`src/hdl/cmp_ctrl_pkg.sv`:
```
// Constants and types shared by the comparator control register block.
package cmp_ctrl_pkg;

  // ----------------------------------------------------------------------
  // Register indices and bus geometry
  // ----------------------------------------------------------------------
  localparam int          ADDR_W         = 10;
  localparam int          DATA_W         = 32;
  localparam int          SEL_W          = 4;
  localparam logic [7:0]  IDX_CTL_ONE    = 8'h59;
  localparam logic [7:0]  IDX_CTL_TWO    = 8'h5a;
  localparam logic [7:0]  IDX_BUF_DIS    = 8'h5b;
  localparam logic [7:0]  IDX_EVT_STATUS = 8'h5c;
  localparam logic [7:0]  IDX_EVT_MASK   = 8'h5d;

  // ----------------------------------------------------------------------
  // Field positions
  // ----------------------------------------------------------------------
  localparam int CTL1_IRQ_FLAG   = 0;
  localparam int CTL1_IRQ_ENABLE = 1;
  localparam int CTL1_EDGE_SEL   = 2;
  localparam int CTL1_POWER_ON   = 3;
  localparam int CTL1_REF_LO     = 4;
  localparam int CTL1_REF_HI     = 5;
  localparam int CTL1_REF_PATH   = 6;
  localparam int CTL1_SWAP       = 7;
  localparam int CTL2_RESULT     = 0;
  localparam int CTL2_FILTER     = 1;
  localparam int CTL2_CONN_A     = 2;
  localparam int CTL2_CONN_B     = 3;
  localparam int EVT_FLAG_SET    = 0;
  localparam int EVT_RISE        = 1;
  localparam int EVT_FALL        = 2;
  localparam int EVT_W           = 3;

  // ----------------------------------------------------------------------
  // Reset values and timing
  // ----------------------------------------------------------------------
  localparam logic [7:0]       CTL1_RESET    = 8'h00;
  localparam logic [7:0]       CTL2_RESET    = 8'h00;
  localparam logic [7:0]       BUF_DIS_RESET = 8'h00;
  localparam logic [EVT_W-1:0] EVT_RESET     = 3'h0;
  localparam int               FILTER_LEN    = 3;

  typedef enum logic [1:0] {
    REF_EXTERNAL,
    REF_QUARTER,
    REF_HALF,
    REF_DIODE
  } reference_select_t;

  typedef struct packed {
    logic              cmp_power_on;
    reference_select_t reference_select;
    logic              ref_drive_en;
    logic              reference_path_select;
    logic              input_swap;
    logic              input_a_connect;
    logic              input_b_connect;
    logic [7:0]        buffer_disable_bits;
  } analog_ctrl_t;

endpackage : cmp_ctrl_pkg

```
`src/hdl/comparator_control_regs.sv`:
```
// Comparator control and status registers behind a Wishbone slave.
`timescale 1ns/1ps

module comparator_control_regs #(
  parameter int FILTER_DEPTH = cmp_ctrl_pkg::FILTER_LEN
) (
  input  wire logic                            ref_clk_in,
  input  wire logic                            reset_n_in,
  input  wire logic                            wb_cyc_in,
  input  wire logic                            wb_stb_in,
  input  wire logic                            wb_we_in,
  input  wire logic [cmp_ctrl_pkg::ADDR_W-1:0] wb_adr_in,
  input  wire logic [cmp_ctrl_pkg::SEL_W-1:0]  wb_sel_in,
  input  wire logic [cmp_ctrl_pkg::DATA_W-1:0] wb_dat_in,
  output logic      [cmp_ctrl_pkg::DATA_W-1:0] wb_dat_out,
  output logic                                 wb_ack_out,
  input  wire logic                            cmp_raw_in,
  output cmp_ctrl_pkg::analog_ctrl_t           analog_ctrl_out,
  output logic                                 cmp_irq_out,
  output logic                                 irq_out
);
  import cmp_ctrl_pkg::*;

  // ----------------------------------------------------------------------
  // Storage
  // ----------------------------------------------------------------------
  logic [7:0]             ctl_one_r;
  logic [7:0]             ctl_two_r;
  logic [7:0]             buf_dis_r;
  logic [EVT_W-1:0]       evt_status_r;
  logic [EVT_W-1:0]       evt_mask_r;
  logic                   ack_r;
  logic [DATA_W-1:0]      rdata_r;
  logic [FILTER_DEPTH-1:0] filt_hist_r;
  logic                   filt_out_r;
  logic                   result_prev_r;
  logic                   cmp_result;
  logic                   rise_evt;
  logic                   fall_evt;
  logic                   flag_set_evt;
  logic                   req;
  logic                   wr_stb;
  logic [7:0]             wr_byte;
  logic [ADDR_W-3:0]      idx;
  logic [7:0]             rd_byte;
  logic                   take;
  logic                   rd_take;
  logic                   wr_ctl_one;
  logic                   wr_ctl_two;
  logic                   wr_buf_dis;
  logic                   wr_evt_status;
  logic                   wr_evt_mask;
  logic [7:0]             ctl_one_nxt;
  logic [7:0]             ctl_two_nxt;
  logic [7:0]             buf_dis_nxt;
  logic [EVT_W-1:0]       evt_now;
  logic [EVT_W-1:0]       evt_status_nxt;
  logic [EVT_W-1:0]       evt_mask_nxt;
  logic                   cmp_irq_r;
  logic                   irq_r;
  analog_ctrl_t           analog_ctrl_r;
  logic                   cmp_power_on;
  logic                   result_filter_sel;
  logic                   cmp_edge_select;

  // ----------------------------------------------------------------------
  // Bus decode
  // ----------------------------------------------------------------------
  function automatic logic hit(input logic [ADDR_W-3:0] a,
                               input logic [7:0]        reg_idx);
    hit = (a == (ADDR_W-2)'(reg_idx));
  endfunction : hit

  assign req     = wb_cyc_in & wb_stb_in;
  assign idx     = wb_adr_in[ADDR_W-1:2];
  assign wr_byte = wb_dat_in[7:0];
  assign take    = req & ~ack_r;
  assign rd_take = take & ~wb_we_in;
  // Writes take effect on the edge that raises ack, low lane only.
  assign wr_stb  = take & wb_we_in & wb_sel_in[0];

  // ----------------------------------------------------------------------
  // Per-register write strobes
  // ----------------------------------------------------------------------
  assign wr_ctl_one    = wr_stb & hit(idx, IDX_CTL_ONE);
  assign wr_ctl_two    = wr_stb & hit(idx, IDX_CTL_TWO);
  assign wr_buf_dis    = wr_stb & hit(idx, IDX_BUF_DIS);
  assign wr_evt_status = wr_stb & hit(idx, IDX_EVT_STATUS);
  assign wr_evt_mask   = wr_stb & hit(idx, IDX_EVT_MASK);

  // ----------------------------------------------------------------------
  // Live control fields
  // ----------------------------------------------------------------------
  assign cmp_power_on      = ctl_one_r[CTL1_POWER_ON];
  assign cmp_edge_select   = ctl_one_r[CTL1_EDGE_SEL];
  assign result_filter_sel = ctl_two_r[CTL2_FILTER];

  // ----------------------------------------------------------------------
  // Comparator result path
  // ----------------------------------------------------------------------
  // Power gating of input
  always_ff @(posedge ref_clk_in or negedge reset_n_in) begin
    if (!reset_n_in) begin
      filt_hist_r <= '0;
    end else begin
      filt_hist_r <= {filt_hist_r[FILTER_DEPTH-2:0],
                      cmp_raw_in & cmp_power_on};
    end
  end

  // The filter follows only once all recent samples agree.
  always_ff @(posedge ref_clk_in or negedge reset_n_in) begin
    if (!reset_n_in) begin
      filt_out_r <= 1'b0;
    end else if (&filt_hist_r) begin
      filt_out_r <= 1'b1;
    end else if (~|filt_hist_r) begin
      filt_out_r <= 1'b0;
    end
  end

  assign cmp_result = result_filter_sel ? filt_out_r : filt_hist_r[0];

  // ----------------------------------------------------------------------
  // Edge detection
  // ----------------------------------------------------------------------
  always_ff @(posedge ref_clk_in or negedge reset_n_in) begin
    if (!reset_n_in) begin
      result_prev_r <= 1'b0;
    end else begin
      result_prev_r <= cmp_result;
    end
  end

  assign rise_evt = cmp_result & ~result_prev_r;
  assign fall_evt = ~cmp_result & result_prev_r;
  assign flag_set_evt = cmp_edge_select ? fall_evt : rise_evt;

  // ----------------------------------------------------------------------
  // Event vector
  // ----------------------------------------------------------------------
  always_comb begin
    evt_now               = '0;
    evt_now[EVT_FLAG_SET] = flag_set_evt;
    evt_now[EVT_RISE]     = rise_evt;
    evt_now[EVT_FALL]     = fall_evt;
  end

  // ----------------------------------------------------------------------
  // Control register one
  // ----------------------------------------------------------------------
  always_comb begin
    ctl_one_nxt = ctl_one_r;
    if (wr_ctl_one) begin
      ctl_one_nxt = wr_byte;
    end
    if (flag_set_evt) begin
      ctl_one_nxt[CTL1_IRQ_FLAG] = 1'b1;
    end
  end

  always_ff @(posedge ref_clk_in or negedge reset_n_in) begin
    if (!reset_n_in) begin
      ctl_one_r <= CTL1_RESET;
    end else begin
      ctl_one_r <= ctl_one_nxt;
    end
  end

  // ----------------------------------------------------------------------
  // Control register two and buffer disables
  // ----------------------------------------------------------------------
  // Upper bits stored only
  always_comb begin
    ctl_two_nxt = ctl_two_r;
    if (wr_ctl_two) begin
      ctl_two_nxt = {wr_byte[7:1], 1'b0};
    end
  end

  always_ff @(posedge ref_clk_in or negedge reset_n_in) begin
    if (!reset_n_in) begin
      ctl_two_r <= CTL2_RESET;
    end else begin
      ctl_two_r <= ctl_two_nxt;
    end
  end

  always_comb begin
    buf_dis_nxt = buf_dis_r;
    if (wr_buf_dis) begin
      buf_dis_nxt = wr_byte;
    end
  end

  always_ff @(posedge ref_clk_in or negedge reset_n_in) begin
    if (!reset_n_in) begin
      buf_dis_r <= BUF_DIS_RESET;
    end else begin
      buf_dis_r <= buf_dis_nxt;
    end
  end

  // ----------------------------------------------------------------------
  // Event status and mask
  // ----------------------------------------------------------------------
  always_comb begin
    evt_status_nxt = evt_status_r;
    if (wr_evt_status) begin
      evt_status_nxt = evt_status_r & ~wr_byte[EVT_W-1:0];
    end
    evt_status_nxt = evt_status_nxt | evt_now;
  end

  always_ff @(posedge ref_clk_in or negedge reset_n_in) begin
    if (!reset_n_in) begin
      evt_status_r <= EVT_RESET;
    end else begin
      evt_status_r <= evt_status_nxt;
    end
  end

  always_comb begin
    evt_mask_nxt = evt_mask_r;
    if (wr_evt_mask) begin
      evt_mask_nxt = wr_byte[EVT_W-1:0];
    end
  end

  always_ff @(posedge ref_clk_in or negedge reset_n_in) begin
    if (!reset_n_in) begin
      evt_mask_r <= EVT_RESET;
    end else begin
      evt_mask_r <= evt_mask_nxt;
    end
  end

  // ----------------------------------------------------------------------
  // Read mux and acknowledge
  // ----------------------------------------------------------------------
  always_comb begin
    rd_byte = 8'h00;
    if (hit(idx, IDX_CTL_ONE)) begin
      rd_byte = ctl_one_r;
    end else if (hit(idx, IDX_CTL_TWO)) begin
      rd_byte = {ctl_two_r[7:1], cmp_result};
    end else if (hit(idx, IDX_BUF_DIS)) begin
      rd_byte = buf_dis_r;
    end else if (hit(idx, IDX_EVT_STATUS)) begin
      rd_byte = {5'h00, evt_status_r};
    end else if (hit(idx, IDX_EVT_MASK)) begin
      rd_byte = {5'h00, evt_mask_r};
    end
  end

  always_ff @(posedge ref_clk_in or negedge reset_n_in) begin
    if (!reset_n_in) begin
      ack_r <= 1'b0;
    end else begin
      ack_r <= take;
    end
  end

  always_ff @(posedge ref_clk_in or negedge reset_n_in) begin
    if (!reset_n_in) begin
      rdata_r <= '0;
    end else begin
      rdata_r <= rd_take ? {24'h000000, rd_byte} : '0;
    end
  end

  assign wb_ack_out = ack_r;
  assign wb_dat_out = rdata_r;

  // ----------------------------------------------------------------------
  // Analog control outputs
  // ----------------------------------------------------------------------
  always_ff @(posedge ref_clk_in or negedge reset_n_in) begin
    if (!reset_n_in) begin
      analog_ctrl_r <= '0;
    end else begin
      analog_ctrl_r.cmp_power_on          <= ctl_one_nxt[CTL1_POWER_ON];
      analog_ctrl_r.reference_select      <=
        reference_select_t'(ctl_one_nxt[CTL1_REF_HI:CTL1_REF_LO]);
      analog_ctrl_r.ref_drive_en          <=
        |ctl_one_nxt[CTL1_REF_HI:CTL1_REF_LO];
      analog_ctrl_r.reference_path_select <= ctl_one_nxt[CTL1_REF_PATH];
      analog_ctrl_r.input_swap            <= ctl_one_nxt[CTL1_SWAP];
      analog_ctrl_r.input_a_connect       <= ctl_two_nxt[CTL2_CONN_A];
      analog_ctrl_r.input_b_connect       <= ctl_two_nxt[CTL2_CONN_B];
      analog_ctrl_r.buffer_disable_bits   <= buf_dis_nxt;
    end
  end

  assign analog_ctrl_out = analog_ctrl_r;

  // ----------------------------------------------------------------------
  // Interrupt outputs
  // ----------------------------------------------------------------------
  // Flag and enable
  always_ff @(posedge ref_clk_in or negedge reset_n_in) begin
    if (!reset_n_in) begin
      cmp_irq_r <= 1'b0;
    end else begin
      cmp_irq_r <= ctl_one_nxt[CTL1_IRQ_FLAG] & ctl_one_nxt[CTL1_IRQ_ENABLE];
    end
  end

  always_ff @(posedge ref_clk_in or negedge reset_n_in) begin
    if (!reset_n_in) begin
      irq_r <= 1'b0;
    end else begin
      irq_r <= |(evt_status_nxt & evt_mask_nxt);
    end
  end

  assign cmp_irq_out = cmp_irq_r;
  assign irq_out     = irq_r;

endmodule : comparator_control_regs

```
`config.mk`:
```
export PLATFORM = sky130hd
export DESIGN_NAME = comparator_control_regs
export DESIGN_NICKNAME = d
export VERILOG_FILES = /design/src/hdl/cmp_ctrl_pkg.sv /design/src/hdl/comparator_control_regs.sv
export SDC_FILE = /design/constraint.sdc
export NUM_CORES = 1
export LEC_CHECK = 0
export BUFFER_PORTS_ARGS = -buffer_cell sky130_fd_sc_hd__buf_2
export CAP_MARGIN = 20
export CORE_MARGIN = 10
export CORE_UTILIZATION = 40
export DETAILED_ROUTE_END_ITERATION = 10
export PLACE_DENSITY = 0.69
export SYNTH_ARGS = -nofsm -noshare
export SYNTH_HDL_FRONTEND = slang
export SYNTH_SLANG_ARGS = --single-unit
```
`constraint.sdc`:
```
create_clock -name ref_clk_in -period 3.55 [get_ports ref_clk_in]
set_input_delay 0.5325 -clock ref_clk_in [delete_from_list [all_inputs] [get_ports ref_clk_in]]
set_output_delay 0.5325 -clock ref_clk_in [all_outputs]
set_load 0.02 [all_outputs]
```
==> impl_metrics.py <==
metrics = {
    "status": {
        "outcome": "finished clean",
    },
    "cells_and_area": {
        "nNetsFinal": 289,
        "syn_to_final_growth_pct": 12.2,
        "drive_gt1_frac": 0.387,
        "antennaDiodeCount": 0,
    },
    "worst_setup_path": {
        "cp-start-kind": "flop",
        "r2r_cells": 4,
        "worst-r2r-setup-slack_ns": 1.56,
        "crit_path_start": "wb_ack_out$_DFF_PN0_",
        "worstPathArrival_ns": 2.17,
        "cp.required_ns": 3.73,
        "crit_chain": "and3b_2 > and3_2 > nor4b_4 > mux2_2",
        "crit_path_end": "analog_ctrl_out[5]$_DFFE_PN0P_",
        "end_kind": "flop",
        "rr_endpoint": "analog_ctrl_out[5]$_DFFE_PN0P_",
        "max_stage_delay_ns": 0.55,
        "critical_path_class": "reg2reg",
        "path_max_fanout": 8,
        "r2r_start": "wb_ack_out$_DFF_PN0_",
        "cpMaxStageDelayCell": "nor4b_4",
    },
    "logic_synthesis": {
        "ys_types": 35,
        "synth_top_area_share": 0.514,
        "ys_warn_count": 0,
        "yosys-top-cells-count": "dfrtp_1 (46), buf_4 (31), mux2_2 (26)",
        "synth-edff-count": 0,
        "ys_seq_area_frac": 0.514,
        "synth-seq-cells": 46,
        "synthFlopType": "dfrtp_1",
        "synth_area_um2": 2240,
        "synth_cells": 193,
        "post-synth-top-count-cell": "dfrtp_1",
        "synthArstFlopShare": 1.00,
        "avgSynthCellArea_um2": 11.6,
        "synth_area_leaders": "dfrtp_1 (51%), mux2_2 (13%), buf_4 (10%)",
        "synth_top_cell_by_area": "dfrtp_1",
    },
    "global_route": {
        "grt_pass1_wl_um": 7910,
        "grt_pass1_vias": 1562,
        "grt_overflow_total": 0,
        "track_usage": 0.112,
        "grt_max_degree": 47,
        "antenna_found_initial": 0,
    },
    "place": {
        "port_buffers": 49,
        "dpl.hpwl_um": 3790,
        "place_congestion": 0.794,
    },
    "die": {
        "start_util": 0.409,
        "die_area_um2": 8990,
        "die-height_um": 94.8,
        "rows": 27,
        "fp.dieW_um": 94.8,
        "ios": 103,
        "core-area_um2": 5470,
    },
    "timing": {
        "tns_ns": 0,
        "finalCritPeriodShare": 0.560,
        "slew_violations": 0,
        "fin_worst_skew_ns": 0.00616,
        "max_freq_mhz": 503,
        "final.min_clock_period_ns": 1.99,
        "tightest_slew_ns": 0.627,
        "setup_viol": 0,
        "hold_slack_ns": 0.0322,
        "hold_viol_final": 0,
        "relSlewSlack": 0.581,
        "rsz0062_at_grt": "false",
    },
    "worst_hold_path": {
        "hold_path_class": "in2async",
    },
    "drt": {
        "wirelength_um": 5070,
        "drc": 0,
        "wire_per_inst_um": 16.3,
        "vias": 1524,
        "drt_pass1_iterations": 4,
        "viasPerCell": 4.92,
        "ant_nets": 0,
        "drt-initial-drc-count": 95,
    },
    "pwr": {
        "switching_share": 0.254,
        "p_int_w": 0.000708,
        "powerDensity_nw_per_um2": 378,
        "power.share.clock": 0.349,
        "p_seq_frac": 0.557,
        "vdd_drop_max_v": 0.000193,
        "p_comb_frac": 0.094,
        "p_leak_nw": 1.36,
        "switching_power_w": 0.000241,
    },
    "flow_run": {
        "max-cap-violations": 0,
    },
    "clocking": {
        "numCtsBuffers": 5,
        "root_buffer": "clkbuf_8",
        "hold_buffers": 0,
        "cts_tree": "yes",
        "post_cts_buffers": 0,
        "clkTransAtPathRegs_ns": 0.08,
        "clock_latency_ns": 0.30,
        "cts_max_path_buffers": 2,
        "cts_max_level": 2,
        "cts.sinks": 46,
        "ctsResizeCount": 0,
    },
}
[critical path, delay by kind of cell, from the launching register on]
family,cells,cell delay (ns)
simple gates,3,1.08
mux,1,0.41
flops,1,0.38
[how the worst min path moves through the flow]
stage                             startpoint                              to  slack [ns]  cells after the start
global placement    filt_hist_r[1]$_DFF_PN0_        filt_hist_r[2]$_DFF_PN0_        0.38                      0
CTS                 filt_hist_r[1]$_DFF_PN0_        filt_hist_r[2]$_DFF_PN0_        0.41                      0
global route                      reset_n_in  analog_ctrl_out[1]$_DFFE_PN0P_        0.02                      1
detailed placement  filt_hist_r[1]$_DFF_PN0_        filt_hist_r[2]$_DFF_PN0_        0.38                      0
finish                            reset_n_in  analog_ctrl_out[1]$_DFFE_PN0P_        0.03                      1
floorplan                         reset_n_in  analog_ctrl_out[0]$_DFFE_PN0P_        0.24                      0
[through the flow]
stage,instances,instance area [um^2],total power (W),util,setup slack (ns)
floorplan,216,2320,0.000611,-,1.62
global placement,301,2400,0.000623,0.438,1.27
detailed placement,301,2400,0.000624,0.438,1.28
CTS,309,2490,0.000954,0.455,1.54
global route,310,2510,0.000991,0.459,1.49
finish,310,2510,0.000949,0.459,1.56
[power by group through the flow]
stage | logic (W) | clock network (W) | registers (W)
floorplan | 0.0000699 | 0 | 0.000541
global placement | 0.0000836 | 0 | 0.000539
detailed placement | 0.0000851 | 0 | 0.000539
CTS | 0.0000853 | 0.000340 | 0.000529
global route | 0.0000979 | 0.000364 | 0.000529
finish | 0.0000889 | 0.000331 | 0.000529
[metal layers]
metal	GRT usage	vias up	part of all wire
li1	-	711	-
met1	0.139	737	0.42
met2	0.173	69	0.45
met3	0.0460	7	0.11
met4	0.0374	0	0.012
met5	0	-	0
[layout by cell type (no fill, tap or decap), types with 2 or more instances in the layout]
master,instances
nor4_1,5
a21oi_1,10
nor2_1,16
dfrtp_1,46
a21boi_0,2
and2_1,2
clkbuf_8,6
buf_2,49
o21ai_0,8
nor3_1,2
mux2i_1,2
nor2b_1,5
conb_1,24
nand2_1,5
o22ai_1,3
mux2_2,26
nand3_1,2
a22oi_1,3
a221o_1,2
inv_1,4
[registers in the layout (all words and copies together) (netlist names)]
signal,cells
filt_hist_r,3
evt_mask_r,3
ctl_one_r,7
ctl_two_r,7
result_prev_r,1
irq_out,1
wb_dat_out,8
evt_status_r,3
filt_out_r,1
wb_ack_out,1
cmp_irq_out,1
analog_ctrl_out,10
[final cells by class]
type | instances | area [um^2]
clock buffer | 6 | 82.6
multi-input combinational | 130 | 896
clock inverter | 2 | 12.5
tap | 72 | 90.1
inverter | 4 | 15.0
sequential | 46 | 1150
timing repair buffer | 50 | 265
fill | 531 | 2960
[kinds of logic after synthesis]
group                  share of synthesized area
DFF                                        0.514
muxes                                      0.151
buffers and inverters                      0.124
other                                    0.00168
AOI/OAI and AO/OA                         0.0743
and+or+nand+nor                            0.134
Note: power is estimated with default switching activity, not from simulation.
